File: config.mk
export PLATFORM = sky130hd
export DESIGN_NAME = sdp_regs
export DESIGN_NICKNAME = d
export VERILOG_FILES = /design/src/inc/sdp_pkg.sv /design/src/design/sdp_apb_port.sv /design/src/design/sdp_lane_emph.sv /design/src/design/sdp_regs.sv
export SDC_FILE = /design/constraint.sdc
export NUM_CORES = 1
export LEC_CHECK = 0
export BUFFER_PORTS_ARGS = -buffer_cell sky130_fd_sc_hd__buf_4
export CAP_MARGIN = 20
export CORE_ASPECT_RATIO = 1.1
export CORE_UTILIZATION = 30
export DETAILED_ROUTE_END_ITERATION = 12
export SYNTH_ARGS = -nofsm -noshare
export SYNTH_HDL_FRONTEND = slang
export SYNTH_SLANG_ARGS = --single-unit
File: constraint.sdc
create_clock -name pclk -period 2.48 [get_ports pclk]
set_input_delay 0.248 -clock pclk [delete_from_list [all_inputs] [get_ports pclk]]
set_output_delay 0.248 -clock pclk [all_outputs]
set_load 0.005 [all_outputs]
File: src/inc/sdp_pkg.sv
// constants, field layout and state codes of the serializer emphasis, dither and pll register bank
// assumes an apb master with 32-bit data; the register bytes sit in the low lane
package sdp_pkg;

    // ****************************************
    // bus geometry
    // ****************************************
    localparam int ADDR_W = 16;
    localparam int DATA_W = 32;
    localparam int REG_W  = 8;
    localparam int IDX_W  = 14;
    localparam int LANES  = 2;

    // ****************************************
    // register indices, byte address is four times the index
    // ****************************************
    localparam logic [IDX_W-1:0] IDX_LANE0  = 14'h05C4;
    localparam logic [IDX_W-1:0] IDX_LANE1  = 14'h05C6;
    localparam logic [IDX_W-1:0] IDX_STATUS = 14'h05C7;
    localparam logic [IDX_W-1:0] IDX_DITHER = 14'h0922;
    localparam logic [IDX_W-1:0] IDX_PLL    = 14'h1222;
    localparam logic [1:0]       ALIGN_OK   = 2'h0;

    // ****************************************
    // emphasis register fields
    // ****************************************
    localparam int POST_POL_BIT = 7;
    localparam int POST_LVL_MSB = 6;
    localparam int POST_LVL_LSB = 4;
    localparam int PRE_POL_BIT  = 3;
    localparam int PRE_LVL_MSB  = 2;
    localparam int PRE_LVL_LSB  = 0;
    localparam int LVL_W        = 3;
    localparam logic [LVL_W-1:0] LVL_MAX_CODE = 3'h4;
    localparam logic [REG_W-1:0] EMPH_RESET   = 8'h00;

    // ****************************************
    // whole-byte control values
    // ****************************************
    localparam logic [REG_W-1:0] DITHER_ON  = 8'h70;
    localparam logic [REG_W-1:0] DITHER_OFF = 8'h71;
    localparam logic [REG_W-1:0] PLL_IDLE   = 8'h00;
    localparam logic [REG_W-1:0] PLL_CAL    = 8'h04;

    // ****************************************
    // status register bits
    // ****************************************
    localparam int ST_DITHER_BIT = 0;
    localparam int ST_PLL_BIT    = 1;
    localparam int ST_POST_BAD   = 2;
    localparam int ST_PRE_BAD    = 4;

    typedef enum logic [1:0] {
        SDP_ST_IDLE   = 2'b01,
        SDP_ST_ANSWER = 2'b10
    } sdp_apb_state_type;

endpackage

File: src/design/sdp_apb_port.sv
// apb slave handshake: one wait state, registered answer
// assumes the master holds its request until pready is seen high
`timescale 1ns/1ps
module sdp_apb_port #(
    parameter int DATA_W = 32
) (
    input  wire logic              pclk,
    input  wire logic              presetn,
    input  wire logic              psel,
    input  wire logic              penable,
    input  wire logic              hit,
    input  wire logic [DATA_W-1:0] rd_value,
    output logic                   pready,
    output logic                   pslverr,
    output logic [DATA_W-1:0]      prdata,
    output logic                   commit
);

    sdp_pkg::sdp_apb_state_type state;
    sdp_pkg::sdp_apb_state_type next_state;
    logic                       next_pready;
    logic                       next_pslverr;
    logic [DATA_W-1:0]          next_prdata;

    always_comb begin
        next_state   = state;
        next_pready  = 1'b0;
        next_pslverr = pslverr;
        next_prdata  = prdata;
        unique case (state)
            sdp_pkg::SDP_ST_IDLE: begin
                if (psel && penable) begin
                    next_state   = sdp_pkg::SDP_ST_ANSWER;
                    next_pready  = 1'b1;
                    next_pslverr = !hit;
                    next_prdata  = hit ? rd_value : '0;
                end
            end
            sdp_pkg::SDP_ST_ANSWER: begin
                next_state   = sdp_pkg::SDP_ST_IDLE;
                next_pslverr = 1'b0;
                next_prdata  = '0;
            end
            default: begin
                next_state = sdp_pkg::SDP_ST_IDLE;
            end
        endcase
    end

    // writes land on the very edge that samples pready high
    assign commit = pready && psel && penable;

    always_ff @(posedge pclk or negedge presetn) begin
        if (!presetn) begin
            state   <= sdp_pkg::SDP_ST_IDLE;
            pready  <= 1'b0;
            pslverr <= 1'b0;
            prdata  <= '0;
        end else begin
            state   <= next_state;
            pready  <= next_pready;
            pslverr <= next_pslverr;
            prdata  <= next_prdata;
        end
    end

endmodule

File: src/design/sdp_lane_emph.sv
// one lane's emphasis register with decoded tap fields and invalid-code flags
// assumes wr is a single-cycle commit strobe from the bus slave
`timescale 1ns/1ps
module sdp_lane_emph #(
    parameter int REG_W = 8
) (
    input  wire logic             pclk,
    input  wire logic             presetn,
    input  wire logic             wr,
    input  wire logic [REG_W-1:0] wdata,
    output logic [REG_W-1:0]      value,
    output logic                  post_bad,
    output logic                  pre_bad
);

    logic [REG_W-1:0] next_value;
    logic             next_post_bad;
    logic             next_pre_bad;

    always_comb begin
        next_value    = wr ? wdata : value;
        // invalid codes are stored as written; the flags let software see them
        next_post_bad = next_value[sdp_pkg::POST_LVL_MSB:sdp_pkg::POST_LVL_LSB] > sdp_pkg::LVL_MAX_CODE;
        next_pre_bad  = next_value[sdp_pkg::PRE_LVL_MSB:sdp_pkg::PRE_LVL_LSB] > sdp_pkg::LVL_MAX_CODE;
    end

    always_ff @(posedge pclk or negedge presetn) begin
        if (!presetn) begin
            value    <= sdp_pkg::EMPH_RESET;
            post_bad <= 1'b0;
            pre_bad  <= 1'b0;
        end else begin
            value    <= next_value;
            post_bad <= next_post_bad;
            pre_bad  <= next_pre_bad;
        end
    end

endmodule

File: src/design/sdp_regs.sv
// serializer emphasis, large dither and pll calibration register bank behind apb
// assumes one clock pclk, asynchronous active-low presetn, analog loads outside
//
// Contract
// - post-tap level in bits 6:4, codes 0-4 give 0-12 dB, 5-7 invalid.
// - pre-tap level in bits 2:0, codes 0-4 give 0-12 dB, 5-7 invalid.
// - bit 3 pre-tap, bit 7 post-tap polarity, 1 inverts; emphasis resets zero.
// - dither byte resets to enable; 0x70 enables, 0x71 disables large dither.
`timescale 1ns/1ps
module sdp_regs #(
    parameter int ADDR_W = sdp_pkg::ADDR_W,
    parameter int DATA_W = sdp_pkg::DATA_W,
    parameter int LANES  = sdp_pkg::LANES
) (
    input  wire logic                          pclk,
    input  wire logic                          presetn,
    input  wire logic                          psel,
    input  wire logic                          penable,
    input  wire logic                          pwrite,
    input  wire logic [ADDR_W-1:0]             paddr,
    input  wire logic [DATA_W-1:0]             pwdata,
    input  wire logic [DATA_W/8-1:0]           pstrb,
    output logic [DATA_W-1:0]                  prdata,
    output logic                               pready,
    output logic                               pslverr,
    output logic [LANES*sdp_pkg::LVL_W-1:0]    post_level,
    output logic [LANES-1:0]                   post_invert,
    output logic [LANES*sdp_pkg::LVL_W-1:0]    pre_level,
    output logic [LANES-1:0]                   pre_invert,
    output logic                               dither_enable,
    output logic                               pll_cal_request
);

    localparam int RW = sdp_pkg::REG_W;
    localparam int LW = sdp_pkg::LVL_W;

    // ****************************************
    // address decode
    // ****************************************
    logic [sdp_pkg::IDX_W-1:0] idx;
    logic                      aligned;
    logic [LANES-1:0]          hit_lane;
    logic                      hit_status;
    logic                      hit_dither;
    logic                      hit_pll;
    logic                      hit;
    logic                      commit;
    logic                      wr_ok;
    logic [RW-1:0]             wbyte;

    assign idx        = paddr[sdp_pkg::IDX_W+1:2];
    assign aligned    = paddr[1:0] == sdp_pkg::ALIGN_OK;
    assign hit_lane[0] = aligned && idx == sdp_pkg::IDX_LANE0;
    assign hit_lane[1] = aligned && idx == sdp_pkg::IDX_LANE1;
    assign hit_status = aligned && idx == sdp_pkg::IDX_STATUS;
    assign hit_dither = aligned && idx == sdp_pkg::IDX_DITHER;
    assign hit_pll    = aligned && idx == sdp_pkg::IDX_PLL;
    assign hit        = |hit_lane || hit_status || hit_dither || hit_pll;
    // the low byte lane carries every register; other strobes are ignored
    assign wr_ok      = commit && pwrite && pstrb[0];
    assign wbyte      = pwdata[RW-1:0];

    // ****************************************
    // emphasis lanes
    // ****************************************
    logic [RW-1:0]    lane_value [LANES];
    logic [LANES-1:0] lane_post_bad;
    logic [LANES-1:0] lane_pre_bad;

    genvar g;
    generate
        for (g = 0; g < LANES; g++) begin : g_lane
            sdp_lane_emph #(
                .REG_W (RW)
            ) u_lane (
                .pclk     (pclk),
                .presetn  (presetn),
                .wr       (wr_ok && hit_lane[g]),
                .wdata    (wbyte),
                .value    (lane_value[g]),
                .post_bad (lane_post_bad[g]),
                .pre_bad  (lane_pre_bad[g])
            );
            assign post_level[g*LW +: LW] = lane_value[g][sdp_pkg::POST_LVL_MSB:sdp_pkg::POST_LVL_LSB];
            assign pre_level[g*LW +: LW]  = lane_value[g][sdp_pkg::PRE_LVL_MSB:sdp_pkg::PRE_LVL_LSB];
            assign post_invert[g]         = lane_value[g][sdp_pkg::POST_POL_BIT];
            assign pre_invert[g]          = lane_value[g][sdp_pkg::PRE_POL_BIT];
        end
    endgenerate

    // ****************************************
    // dither and pll control bytes
    // ****************************************
    logic [RW-1:0] dither_byte;
    logic [RW-1:0] pll_byte;
    logic [RW-1:0] next_dither_byte;
    logic [RW-1:0] next_pll_byte;
    logic          next_dither_enable;
    logic          next_pll_cal_request;

    always_comb begin
        next_dither_byte     = dither_byte;
        next_dither_enable   = dither_enable;
        next_pll_byte        = pll_byte;
        if (wr_ok && hit_dither) begin
            next_dither_byte = wbyte;
            // other codes are kept as written but leave the dither state alone
            if (wbyte == sdp_pkg::DITHER_ON) begin
                next_dither_enable = 1'b1;
            end else if (wbyte == sdp_pkg::DITHER_OFF) begin
                next_dither_enable = 1'b0;
            end
        end
        if (wr_ok && hit_pll) begin
            next_pll_byte = wbyte;
        end
        // request stands while the byte holds the calibrate code
        next_pll_cal_request = next_pll_byte == sdp_pkg::PLL_CAL;
    end

    always_ff @(posedge pclk or negedge presetn) begin
        if (!presetn) begin
            dither_byte     <= sdp_pkg::DITHER_ON;
            dither_enable   <= 1'b1;
            pll_byte        <= sdp_pkg::PLL_IDLE;
            pll_cal_request <= 1'b0;
        end else begin
            dither_byte     <= next_dither_byte;
            dither_enable   <= next_dither_enable;
            pll_byte        <= next_pll_byte;
            pll_cal_request <= next_pll_cal_request;
        end
    end

    // ****************************************
    // read back
    // ****************************************
    logic [RW-1:0]     status;
    logic [DATA_W-1:0] rd_value;

    always_comb begin
        status                                  = '0;
        status[sdp_pkg::ST_DITHER_BIT]          = dither_enable;
        status[sdp_pkg::ST_PLL_BIT]             = pll_cal_request;
        status[sdp_pkg::ST_POST_BAD +: LANES]   = lane_post_bad;
        status[sdp_pkg::ST_PRE_BAD +: LANES]    = lane_pre_bad;
        rd_value                                = '0;
        if (hit_lane[0]) begin
            rd_value[RW-1:0] = lane_value[0];
        end else if (hit_lane[1]) begin
            rd_value[RW-1:0] = lane_value[1];
        end else if (hit_status) begin
            rd_value[RW-1:0] = status;
        end else if (hit_dither) begin
            rd_value[RW-1:0] = dither_byte;
        end else if (hit_pll) begin
            rd_value[RW-1:0] = pll_byte;
        end
    end

    sdp_apb_port #(
        .DATA_W (DATA_W)
    ) u_port (
        .pclk     (pclk),
        .presetn  (presetn),
        .psel     (psel),
        .penable  (penable),
        .hit      (hit),
        .rd_value (rd_value),
        .pready   (pready),
        .pslverr  (pslverr),
        .prdata   (prdata),
        .commit   (commit)
    );
endmodule

After elaboration in Yosys (flattened, before gate mapping)

Index checks and enable logic that the tools add are counted.

Output and inout bits: 52
Word-level logic and storage cells: 74
Bits of input ports: 57
Flip-flop bits (word level): 74

Equality and inequality tests: 11
Mux-type cells: 19
Reduce and logical (&&, ||, !) cells: 24
$lt $le $gt $ge: 4

Operator list:

| operator                                              | number |
|---|---|
| case mux 32 bit (2 select lines)                      | 1 |
| two-way mux 8 bit                                     | 7 |
| == test 14 x 11 -> 1 bit, second input constant       | 3 |
| two-way mux 32 bit                                    | 1 |
| == test 8 x 7 -> 1 bit, second input constant         | 2 |
| == test 14 x 12 -> 1 bit, second input constant       | 1 |
| == test 14 x 13 -> 1 bit, second input constant       | 1 |
| logical AND 1 bit                                     | 14 |
| two-way mux 7 bit                                     | 2 |
| greater-than comparator 3 bit, second input constant  | 4 |
| == test 8 x 3 -> 1 bit, second input constant         | 1 |
| two-way mux 1 bit                                     | 5 |
| two-way mux 2 bit                                     | 2 |
| AND reduction 2 bit                                   | 2 |
| nonzero test 2 bit                                    | 2 |
| logical OR 1 bit                                      | 3 |
| == test 2 x 1 -> 1 bit, second input constant         | 1 |
| == test 2 bit, second input constant                  | 1 |
| logical NOT 2 bit                                     | 1 |
| inequality test 2 x 1 -> 1 bit, second input constant | 1 |
| case mux 1 bit (2 select lines)                       | 1 |
| OR reduction 2 bit                                    | 1 |
| logical NOT 1 bit                                     | 1 |

Depth between registers and ports, before layout

Gate-level depths: netlist of the first run.

Word-level depth: 10
Depth in mapped cells: 7
Mapped depth without buffers: 6

Cells and area by module

A second synthesis of the first run with hierarchy kept.

Cell total of the unflattened synthesis: 320
Area total of the unflattened synthesis: 3463.3 um^2

By module, submodules not included:

| module        | cells each | instances | sequential area each (um^2) | area each (um^2) |
|---|---|---|---|---|
| sdp_apb_port  | 154        | 1         | 902.1                       | 1478.9 |
| sdp_regs      | 124        | 1         | 455.4                       | 1221.2 |
| sdp_lane_emph | 21         | 2         | 250.2                       | 381.6 |

Least setup slack after synthesis of the first run

No wires, ideal clock.

Kind: input to register
Start point: input port paddr[2]
End point: register dither_enable
Data arrival time: 1.942 ns
Buffers on the path: 1
Data required time: 2.395 ns
Library setup time: 0.085 ns
Cell stages on the path: 6
Setup slack: 0.453 ns
Cells stage by stage: nor4_2 nand4_2 or4b_1 buf_6 nor4_4 mux2_1

Word-level cells in the longest chain between the ends: 4

RTL lines:

| element                       | RTL line        | RTL |
|---|---|---|
| from (decl)                   | sdp_regs.sv:20  | `input wire logic [ADDR_W-1:0] paddr,` |
| == test 14 x 12 -> 1 bit      | sdp_regs.sv:56  | `assign hit_dither = aligned && idx == sdp_pkg::IDX_DITHER;` |
| logical AND 1 bit             | sdp_regs.sv:56  |  |
| logical AND 1 bit             | sdp_regs.sv:105 | `if (wr_ok && hit_dither) begin` |
| AND reduction 2 bit (no line) | --              |  |
| to (signal assigned)          | sdp_regs.sv:129 | `dither_enable <= next_dither_enable;` |
| to (decl)                     | sdp_regs.sv:30  | `output logic dither_enable,` |

Every way passes these cells.
A chain may end at the register's enable or synchronous reset.

Final worst setup path of the first run

Ends and elaborated chain as after synthesis.

==> results of run 1 <==
worst register-to-register path, stage by stage, from the launching register on:
cell and delay, ns:
sky130_fd_sc_hd__dfrtp_1 0.36, sky130_fd_sc_hd__nand3_1 0.10, sky130_fd_sc_hd__or4b_1 0.61, sky130_fd_sc_hd__nor4_4 0.33, sky130_fd_sc_hd__mux2_1 0.35
metrics by stage:
step | util | hold slack (ns)
after CTS | 0.3814 | 0.2025
after detailed placement | 0.3676 | 0.3221
after global routing | 0.3814 | 0.1966
after floorplan | - | -0.04759
after global placement | 0.3676 | 0.3192
final | 0.3814 | 0.2055
cells by family after synthesis:
family                 share of synthesized area
buffers and inverters                    0.08973
muxes                                     0.1425
AOI/OAI and AO/OA                         0.1099
DFF                                       0.4822
and+or+nand+nor                           0.1742
other                                   0.001438
state kept, by name (all words and copies together), names as in the netlist:
signal and cells:
u_port.state 2, g_lane.u_lane.pre_bad 2, dither_byte 8, dither_enable 1, u_port.pslverr 1, u_port.pready 1, g_lane.u_lane.value 16, pll_byte 8
pll_cal_request 1, u_port.prdata 8, g_lane.u_lane.post_bad 2
Yosys cell counts, types with 2 or more instances:
cell type	instances	area, sq um
sky130_fd_sc_hd__o31ai_1	6	45.04
sky130_fd_sc_hd__nor4b_1	3	26.28
sky130_fd_sc_hd__o21ai_1	4	20.02
sky130_fd_sc_hd__buf_4	24	180.2
sky130_fd_sc_hd__a22oi_1	8	60.06
sky130_fd_sc_hd__nor2b_1	2	12.51
sky130_fd_sc_hd__dfstp_2	5	131.4
sky130_fd_sc_hd__o21ai_0	2	10.01
sky130_fd_sc_hd__nand3_1	3	15.01
sky130_fd_sc_hd__or2_0	2	12.51
sky130_fd_sc_hd__nand2b_1	3	18.77
sky130_fd_sc_hd__nand4b_1	2	17.52
sky130_fd_sc_hd__nor2_1	25	93.84
sky130_fd_sc_hd__and4_1	2	17.52
sky130_fd_sc_hd__nor4bb_1	3	30.03
sky130_fd_sc_hd__buf_1	2	7.510
sky130_fd_sc_hd__o211ai_1	4	30.03
sky130_fd_sc_hd__clkbuf_1	5	18.77
sky130_fd_sc_hd__nand2_1	15	56.30
sky130_fd_sc_hd__a21oi_1	13	65.06
sky130_fd_sc_hd__inv_1	2	7.510
sky130_fd_sc_hd__mux2_1	33	371.6
sky130_fd_sc_hd__o22ai_1	2	12.51
sky130_fd_sc_hd__dfrtp_1	45	1126
layout by cell type, fill, tap and decap left out, types with 2 or more instances in the layout:
master                      n
sky130_fd_sc_hd__conb_1    24
sky130_fd_sc_hd__dfstp_2    5
sky130_fd_sc_hd__a22oi_1    8
sky130_fd_sc_hd__and4_1     2
sky130_fd_sc_hd__inv_1      2
sky130_fd_sc_hd__dfrtp_1   45
sky130_fd_sc_hd__o21ai_1    4
sky130_fd_sc_hd__nand3_1    3
sky130_fd_sc_hd__nor2b_1    2
sky130_fd_sc_hd__nand4b_1   2
sky130_fd_sc_hd__nand2b_1   3
sky130_fd_sc_hd__a21oi_1   13
sky130_fd_sc_hd__or2_0      2
sky130_fd_sc_hd__o22ai_1    2
sky130_fd_sc_hd__mux2_1    33
sky130_fd_sc_hd__o31ai_1    6
sky130_fd_sc_hd__clkbuf_1   2
sky130_fd_sc_hd__buf_4     64
sky130_fd_sc_hd__nor4bb_1   3
sky130_fd_sc_hd__nor4b_1    3
sky130_fd_sc_hd__o21ai_0    2
sky130_fd_sc_hd__clkbuf_8   5
sky130_fd_sc_hd__nor2_1    25
sky130_fd_sc_hd__o211ai_1   4
sky130_fd_sc_hd__nand2_1   15
timing repair:
item                                   in CTS  in global routing
setup endpoints to repair                   0                  0
hold buffers                                1                  0
endpoints found under the hold margin      45                  0
layer usage:
layer	vias to the layer above	GRT usage	part of all wire	wire, microns
met3	12	0.03333	0.041	247
met5	-	0	0	0
met2	59	0.2407	0.48	2901
met1	958	0.1802	0.45	2739
li1	942	-	-	-
met4	0	0.04274	0.023	139
final timing paths:
check,startpoint,to,slack (ns)
min in group asynchronous,presetn,g_lane[1].u_lane.value[4]$_DFF_PN0_,0.50
max in group asynchronous,presetn,g_lane[1].u_lane.value[7]$_DFFE_PN0N_,1.55
worst max register to register,u_port.pready$_DFF_PN0_,dither_enable$_DFFE_PN1P_,0.66
worst max-delay path,paddr[2],dither_enable$_DFFE_PN1P_,0.60
worst min register to register,u_port.prdata[3]$_DFFE_PN0P_,u_port.prdata[3]$_DFFE_PN0P_,0.48
worst min-delay path,pwdata[0],g_lane[0].u_lane.value[0]$_DFF_PN0_,0.21
cell type report:
cell class,count,area (sq um),share of cell area
tap,111,138.9,0.04331
multi-input combinational,177,1202,0.3749
clock buffer,7,76.32,0.02380
timing repair buffer,65,490.5,0.1529
clock inverter,1,30.03,0.009364
inverter,3,11.26,0.003512
sequential,50,1257,0.3921
power breakdown:
part           total, W  internal, W  switching (W)
clock          0.000558     0.000302       0.000256
combinational  0.000131    0.0000537      0.0000769
sequential     0.000824     0.000822     0.00000292
total           0.00151      0.00118       0.000336
==> summary by stage, run 1 <==
Cells and area
The total inserted antenna cells is 0. The area growth from synthesis to layout is 22.98%. The fraction of final layout cells with drive strength greater than 1 is 0.2706. The layout has 827 filler cells. The final layout contains 359 nets. The final standard cell area without fillers is 3207 sq um. The filler-free cell count of the finished design is 414.

Timing
The post-route fraction of the period consumed by the critical path is 0.7600. The count of final hold-check violations was 0. The final critical-path required period is 1.885 ns.

For the pin with the worst max-slew slack, the measured transition is 0.6326 ns. The total count of max-transition violations in the final report is 0. For this run, the top clock speed supported by timing is 530.5 MHz. The worst setup margin is 0.5951 ns. Measured against its own limit, the worst slew margin works out to 0.5783. Setup repair after global routing left no endpoint under its margin. The worst clock skew on the final layout is 0.006187 ns. The total setup violations reported at the end of the flow is 0.

Setup total negative slack on the finished layout was measured at 0 ns.

Placement
After detailed placement, the design holds a cell count of 405. Once placement finished, the instance area stood at 3090 sq um. The final HPWL from detailed placement is 4693 microns. In this run the tool buffered the top-level ports with 57 buffer cells. Before CTS, the worst setup slack after placement is 0.2676 ns. Routability-driven placement finished with a final weighted congestion of 0.8407.

Pwr
The worst-case IR drop observed on VDD is 0.1730 mV. Total power for the finished layout comes to 0.001513 W. The power density of the placed cells is 471.9 nW/um^2. The total leakage power is 1.586 nW.

Global routing
The total track usage is 0.1417. The first global-routing pass estimated 10090 microns of wire. Summed over all layers, the global routing overflow is 0.

The number of global-route vias before repair was 1992. The initial antenna violation count is 0. The maximum number of pins on one net before global-route repair is 51.

Clock network
Clock latency on the worst-skew pair, taken at its later pin, is 0.30 ns. TritonCTS created 5 clock buffers. The number of clock sinks is 50. The clock-pin slew reported for the worst setup and hold paths after clock tree synthesis is 0.09 ns.

The TritonCTS clock tree is done. The tree is rooted in a sky130_fd_sc_hd__clkbuf_8. The clock passes through at most 2 buffers. Gates resized during post-CTS repair numbered 0.

The H-tree generated during clock tree synthesis spans 2 levels. After clock tree synthesis, the setup repair step added 0 buffers.

Floorplanning
The floorplan step defined a die boundary enclosing 9069 sq um. The core region is 8408 sq um. The floorplan step set the die height to 99.78 microns. Measured along the x axis, the die boundary spans 90.89 microns. The initial utilization of the core area, before any placement, comes to 0.3101. The number of placement rows is 35. The number of top-level pins is 109.

Synthesis
The number of distinct library cells after synthesis is 49. A synthesized cell averages 10.86 sq um. For this run, the register share of the synthesized area comes to 0.4822. After synthesis the cells add up to 2608 sq um.

The dominant synthesized flop cell is sky130_fd_sc_hd__dfrtp_1. In this run, synthesis produced a sequential element count of 50. Counting flops with a built-in enable in the synthesized netlist gives 0. After synthesis, the share of flip-flops with an asynchronous set or reset is 1.000. The gate count after technology mapping is 240. The number of synthesis warnings is 0.

Drt
The routed design has 6027 microns of wire. The average vias per placed instance is 4.761. The mean routed wirelength per cell is 14.56 microns.

Across all layers, the routed design uses 1971 vias. The residual DRC count is 0. The DRC marker count from the first detailed-route iteration is 96. The first detailed-routing pass ran for 4 iterations. In this run the remaining antenna-violating nets after routing total 0.

Hold path
The worst hold path passes through 2 cells. The path type of the worst min-delay path is input port to flip-flop.

Critical path
Walking the worst path, the cells encountered are buf_4 -> nor4_2 -> nand4_2 -> or4b_1 -> nor4_4 -> mux2_1. Among cell families on the critical path, the largest total delay comes from simple AND/OR/NAND/NOR gates. The number of logic stages on the critical path including buffering is 6.

The critical path data required time is 2.71 ns. The type of the worst setup path is input port to flip-flop. The highest net fanout along the worst path is 13.

STA classifies the critical path startpoint as an input port. For the worst flop-to-flop path, the logic depth is 4. The biggest cell delay along the critical path is 0.58 ns.

The data arrival time of the worst path is 2.11 ns. The cell with the largest stage delay on the worst path is sky130_fd_sc_hd__or4b_1. Together, buffers and inverters on the worst path number 1. STA classifies the critical path endpoint as a flip-flop.

Job
Max-cap violations in this run came to 0.

Status
The run finished with clean final reports.
Note: power is estimated with default switching activity, not from simulation.
==> inputs of run 2 (changes only) <==
==> constraint.sdc (replaced) <==
create_clock -name pclk -period 1.9 [get_ports pclk]
set_input_delay 0.19 -clock pclk [delete_from_list [all_inputs] [get_ports pclk]]
set_output_delay 0.19 -clock pclk [all_outputs]
set_load 0.005 [all_outputs]
==> run 2 against run 1 <==
Utilization up 1.4 points; sequential share of layout area down 1.4 points; cell area up 3.7%; sequential cell count unchanged; hold slack worse by 0.047 ns; clock skew about the same; largest power group unchanged; setup slack worse by 0.46 ns; final cell count up 3.9%; non-clock buffer count up 16; wire length up 0.66%; clock power up 31%; highest routed layer unchanged; first-iteration DRC count up 2.1%.
==> summary by stage, run 2 (synthesis results as in run 1) <==
Cells and area
The total inserted antenna cells is 0. The number of nets at the end of the flow is 375. The library cell used most frequently in the layout, excluding fill and tap cells, is sky130_fd_sc_hd__buf_4. The fraction of final layout cells with drive strength greater than 1 is 0.3072. The number of flip-flops under the largest register name is 16. Leaving out fill and tap cells, the most frequent cells in the layout are sky130_fd_sc_hd__buf_4, sky130_fd_sc_hd__dfrtp_1, sky130_fd_sc_hd__mux2_1. The area growth from synthesis to layout is 27.59%.

The register with the most flip-flops is g_lane.u_lane.value. Once layout is done, the placed cells without fillers occupy 3327 sq um.

Clock network
Clock-pin slew was measured on the worst setup and hold paths at 0.09 ns. In this run the number of H-tree levels came out at 2. The number of clock sinks is 50.

The later pin in the worst-skew pair is clocked with a latency of 0.30 ns. The number of buffers created by CTS is 5. TritonCTS built the clock tree. The root buffer cell is sky130_fd_sc_hd__clkbuf_8. The clock passes through at most 2 buffers.

Once the clock tree was built, the setup fixing pass inserted 0 buffers.

Placement
Before CTS, the worst setup slack after placement is -0.1510 ns. The post-place instance area is 3211 sq um. The congestion estimate from routability-driven global placement came to 0.8228. The final HPWL from detailed placement is 4750 microns.

Input and output buffers added on the ports amount to 57.

Pwr
The net switching fraction of the power is 0.2225. Of the total power, registers draw 0.540. The worst-case IR drop observed on VDD is 0.2707 mV. The internal portion of the total power is 0.001550 W. The overall power after layout is 0.001993 W. The total leakage power is 1.655 nW. The part of the total power dissipated in combinational logic is 0.094.

Of the total power, the clock network draws 0.366. In this run the power spent charging and discharging nets is 0.0004435 W. The power density of the placed cells is 599.2 nW/um^2.

Global routing
The number of global-route vias before repair was 1984. The first global-routing pass estimated 10060 microns of wire. In the global route stage, overall resource usage came out at 0.1403. The leftover overflow at the end of global routing is 0. Entering global routing, the biggest net connects 51 pins. The initial antenna violation count is 0.

Timing
The count of final hold-check violations is 0. At the pin with the least slew margin, the transition time is 0.6573 ns. After layout, the minimum clock period comes to 1.769 ns. The maximum clock frequency is 565.4 MHz. The total count of max-transition violations in the final report is 0. The post-route fraction of the period consumed by the critical path is 0.9309. For the final database, setup skew stands at 0.005820 ns. Setup repair after global routing left no endpoint under its margin.

Setup violations remaining at the end of the flow were counted as 0. Measured against its own limit, the worst slew margin works out to 0.5618. Setup slack on the critical path of the routed design comes to 0.1312 ns.

Floorplanning
The die outline area is 9069 sq um. 109 I/O pins were placed. The overall die width is 90.89 microns.

The die height is 99.78 microns. The total area inside the core boundary comes to 8408 sq um. The initial core utilization is 0.3101. The number of placement rows is 35.

Critical path
The worst setup path is of the flip-flop to flip-flop kind. The data arrival time of the worst path is 2.00 ns. The setup check on the worst reg-to-reg path leaves a slack of 0.13 ns.

The sort of element at the start of the critical path is a flip-flop. Along the worst path, the maximum fanout reaches 2. In this run the critical register-to-register path is launched from u_port.pready$_DFF_PN0_. The number of cells on the worst reg-to-reg path is 4.

The worst register-to-register path ends at dither_enable$_DFFE_PN1P_. The kind of end point of the critical path is a flip-flop. The critical path data required time is 2.14 ns.

Drt
For this run, design rule violations remaining after detail routing come to 0. The detailed router finished its first iteration with 98 violations. The first TritonRoute pass finished after 4 iterations.

In this run the remaining antenna-violating nets after routing total 0. The mean routed wirelength per cell is 14.11 microns. The via total after detailed routing is 2020. After detailed routing, the number of vias per cell comes to 4.698. The total detailed-routing wirelength is 6067 microns.

Hold path
The worst hold path endpoint is g_lane[1].u_lane.value[0]$_DFF_PN0_. The min-delay analysis places its worst path in the category input port to flip-flop. The worst hold path was traced through 2 stages.

The startpoint identified for the worst hold timing path is pwdata[0].

Status
The run finished with clean final reports.

Job
The tool flagged a number of max-cap violations equal to 0.
-- run 2: cell types whose count changed in the layout (fill, tap and decap cells not counted) --
cell / delta
sky130_fd_sc_hd__buf_4: +16
-- run 2: power by group through the flow --
stage | sequential (W) | clock [W] | combinational, W
4_1_cts | 0.00108 | 0.000746 | 0.000187
5_1_grt | 0.00108 | 0.000787 | 0.000207
2_1_floorplan | 0.00110 | 0 | 0.0000931
3_5_place_dp | 0.00110 | 0 | 0.000186
3_3_place_gp | 0.00110 | 0 | 0.000184
6_report | 0.00108 | 0.000731 | 0.000186
-- run 2: metal layers --
| layer | GRT usage | vias up | share of wire |
|---|---|---|---|
| met3 | 0.02955 | 7 | 0.041 |
| met5 | 0 | - | 0 |
| met4 | 0.02564 | 0 | 0.0087 |
| met2 | 0.2401 | 55 | 0.49 |
| li1 | - | 976 | - |
| met1 | 0.1857 | 982 | 0.46 |
-- run 2: layout make-up --
cell class,count,area (sq um)
flip-flops and latches,50,1257
clock buffers,7,76.32
multi-input cells,177,1202
fillers,842,5081
well taps,111,138.9
inverters,3,11.26
repair buffers,81,610.6
clock inverters,1,30.03
-- run 2: worst max path at each step --
| stage | startpoint | endpoint | slack, ns | depth (start not counted) |
|---|---|---|---|---|
| CTS | u_port.pready$_DFF_PN0_ | dither_enable$_DFFE_PN1P_ | 0.08 | 4 |
| detailed placement | paddr[1] | dither_enable$_DFFE_PN1P_ | -0.15 | 6 |
| floorplan | paddr[4] | dither_enable$_DFFE_PN1P_ | -0.07 | 6 |
| global placement | paddr[1] | dither_enable$_DFFE_PN1P_ | -0.13 | 6 |
| finish | u_port.pready$_DFF_PN0_ | dither_enable$_DFFE_PN1P_ | 0.13 | 4 |
| global route | u_port.pready$_DFF_PN0_ | dither_enable$_DFFE_PN1P_ | 0.04 | 4 |
-- run 2: through the flow --
stage          hold WS [ns]  cells   TNS, ns  utilization
2_1_floorplan       -0.1056    263  -0.06658            -
3_5_place_dp         0.2487    421    -1.058       0.3818
4_1_cts              0.1547    430         0       0.3957
5_1_grt              0.1472    430         0       0.3957
3_3_place_gp         0.2551    421   -0.8614       0.3818
6_report             0.1586    430         0       0.3957
-- run 2: timing repair --
item                      CTS  global route
gates resized for setup     0             0
hold buffers                1             0
hold endpoints to repair   45             0
-- run 2: worst max-delay path, cell delays in order, from the launching register on --
cell	delay [ns]
sky130_fd_sc_hd__dfrtp_1	0.37
sky130_fd_sc_hd__nand3_1	0.11
sky130_fd_sc_hd__or4b_1	0.60
sky130_fd_sc_hd__nor4_4	0.28
sky130_fd_sc_hd__mux2_1	0.34
==> inputs of run 3 (changes only) <==
--- a/config.mk
+++ b/config.mk
@@ -10,6 +10,7 @@
 export CORE_ASPECT_RATIO = 1.1
 export CORE_UTILIZATION = 30
 export DETAILED_ROUTE_END_ITERATION = 12
+export PLACE_DENSITY = 0.53
 export SYNTH_ARGS = -nofsm -noshare
 export SYNTH_HDL_FRONTEND = slang
 export SYNTH_SLANG_ARGS = --single-unit
==> run 3 against run 2 <==
Register-to-register slack lost 0.02 ns; sequential cell count stayed put; combinational power rose by 4%.
==> summary by stage, run 3 (synthesis results as in run 1) <==
Status
The flow ran to the end, and the final reports show no timing, DRC or antenna violations.

Clock network
Clock-pin slew was measured on the worst setup and hold paths at 0.09 ns. The number of hold-repair buffers added at the cts stage is 1. The clock tree synthesis step divided the H-tree into 2 levels.

Clock tree synthesis inserted a total of 5 buffers. Post-CTS repair changed the size of 0 cells. The insertion delay to the later sink of the worst-skew pair is 0.31 ns.

The number of clock sinks is 50. The root buffer cell is sky130_fd_sc_hd__clkbuf_8. The TritonCTS clock tree is done. In this run the post-CTS setup repair buffer count came out at 0. The longest clock path from root to sink contains 2 buffers.

Critical path
The path depth of the worst reg2reg path is 4. The worst register-to-register path ends at dither_enable$_DFFE_PN1P_. The slack of the worst reg-to-reg path is 0.12 ns. The sort of element at the start of the critical path is a flip-flop.

The worst register-to-register path begins at u_port.pready$_DFF_PN0_. The critical path is of the flip-flop to flip-flop type. STA puts the critical path data arrival time at 2.02 ns. Data on the critical path is required at its endpoint by 2.14 ns.

The highest net fanout along the worst path is 2. The worst setup path is captured at a flip-flop.

Timing
Between clock sinks in the finished design, the worst skew comes to 0.008133 ns. The actual transition at the worst max-transition pin is 0.6779 ns. Setup repair after global routing left no endpoint under its margin. Static timing analysis puts the maximum clock frequency at 560.5 MHz. On the final layout, the worst hold slack is 0.1578 ns. Of the available clock period, the critical path in the final layout requires 0.9390. The normalized max-slew margin is 0.5480. Setup violations remaining at the end of the flow were counted as 0.

The count of final hold-check violations is 0. The final critical-path required period is 1.784 ns. The total count of max-transition violations in the final report came to 0.

Pwr
The net switching power figure is 0.0004652 W. The net switching fraction of the power is 0.2265. The sequential share of power is 0.524. Of the total power, combinational logic draws 0.094. The power density of the placed cells is 611.4 nW/um^2. The total leakage power is 1.676 nW. The overall power after layout is 0.002054 W. The worst-case IR drop observed on VDD is 0.2345 mV. The cell-internal power is 0.001589 W. The share of total power in the clock network is 0.381.

Cells and area
In the final layout, flip-flops and latches occupy 1257 sq um. The register with the most flip-flops in the layout has 16 of them. The final standard cell area without fillers is 3359 sq um. The fraction of final layout cells with drive strength greater than 1 is 0.3168.

Leaving out fill and tap cells, the most frequent cells in the layout are sky130_fd_sc_hd__buf_4, sky130_fd_sc_hd__dfrtp_1, sky130_fd_sc_hd__mux2_1. The area of the multi-input gates is 1202 sq um. The commonest non-fill, non-tap cell in the layout is sky130_fd_sc_hd__buf_4.

The layout has 867 filler cells. The number of nets at the end of the flow is 378. The register with the most flip-flops in the final layout is g_lane.u_lane.value.

The total inserted antenna cells is 0. The area growth from synthesis to layout is 28.84%.

Drt
The via total after detailed routing is 2091. Once detail routing completed, the nets flagged for antenna violations numbered 0. The residual DRC count is 0. The DRC marker count from the first detailed-route iteration is 117. The total detailed-routing wirelength is 6676 microns. Dividing the detail-routed via count by the number of cells gives 4.829. The number of detailed-route iterations in the first pass is 4. The mean routed wirelength per cell is 15.42 microns.

Hold path
The worst hold path belongs to the class input port to flip-flop. The worst hold path terminates at g_lane[1].u_lane.value[0]$_DFF_PN0_. In this run the most critical hold path is launched from pwdata[0]. Along the worst hold path, the cell count comes to 2.

Floorplanning
In this run the standard cell core region covers 8408 sq um. The die covers 9069 sq um. The number of placement rows is 35. The overall die width is 90.89 microns. The initial utilization of the core area, before any placement, comes to 0.3101. The die height is 99.78 microns.

109 I/O pins were placed.

Global routing
The number of global-route vias before repair was 2070. The initial antenna violation count is 0. Entering global routing, the biggest net connects 51 pins. The leftover overflow at the end of global routing is 0. The first global-routing pass estimated 10820 microns of wire. In the global route stage, overall resource usage came out at 0.1550.

Placement
Input and output buffers added on the ports amount to 57. After detailed placement, the total cell area comes to 3233 sq um. After legalization and detailed placement, the total HPWL measured 5051 microns. The congestion estimate from routability-driven global placement came to 0.7764.

Job
The number of violations of the max-capacitance limit is 0.
-- run 3: cell types whose count changed in the layout (fill, tap and decap cells not counted) --
cell,previous run,this run
sky130_fd_sc_hd__clkbuf_8,5,6
sky130_fd_sc_hd__buf_4,80,83
sky130_fd_sc_hd__clkbuf_1,2,1
-- run 3: layout make-up --
cell class | instances | area share
multi-input cells | 177 | 0.3579
inverters | 3 | 0.003352
clock buffers | 7 | 0.02570
flip-flops and latches | 50 | 0.3743
repair buffers | 84 | 0.1885
well taps | 111 | 0.04134
clock inverters | 1 | 0.008939
-- run 3: worst max-delay path, cell delays in order (launching register included) --
cell                      delay, ns
sky130_fd_sc_hd__dfrtp_1       0.37
sky130_fd_sc_hd__nand3_1       0.11
sky130_fd_sc_hd__or4b_1        0.62
sky130_fd_sc_hd__nor4_4        0.29
sky130_fd_sc_hd__mux2_1        0.34
-- run 3: stage by stage --
step,utilization,setup WS (ns),instances,setup TNS (ns)
detailed placement,0.3845,-0.1626,424,-1.308
CTS,0.3996,0.1016,433,0
floorplan,-,-0.06658,263,-0.06658
global route,0.3996,0.04937,433,0
finish,0.3996,0.1159,433,0
global placement,0.3845,-0.1532,424,-1.370
-- run 3: power by group through the flow --
stage	Combinational, W	Sequential [W]	Clock, W
floorplan	0.0000931	0.00110	0
global placement	0.000192	0.00110	0
detailed placement	0.000195	0.00110	0
CTS	0.000197	0.00108	0.000799
global route	0.000216	0.00108	0.000850
finish	0.000194	0.00108	0.000783
-- run 3: routing by layer --
layer  global-route usage  wire length [microns]  up-vias
met3              0.03561                    240        6
li1                     -                      -      977
met2               0.2529                   3163       57
met5                    0                      0        -
met1               0.2101                   3205     1051
met4              0.03663                     66        0
-- run 3: how the worst max path moves through the flow --
stage / from / end / slack (ns) / cells after the start
after floorplan: paddr[4] / dither_enable$_DFFE_PN1P_ / -0.07 / 6
after global placement: paddr[2] / dither_enable$_DFFE_PN1P_ / -0.15 / 6
after detailed placement: paddr[2] / dither_enable$_DFFE_PN1P_ / -0.16 / 6
after CTS: u_port.pready$_DFF_PN0_ / dither_enable$_DFFE_PN1P_ / 0.10 / 4
after global routing: u_port.pready$_DFF_PN0_ / dither_enable$_DFFE_PN1P_ / 0.05 / 4
final: u_port.pready$_DFF_PN0_ / dither_enable$_DFFE_PN1P_ / 0.12 / 4
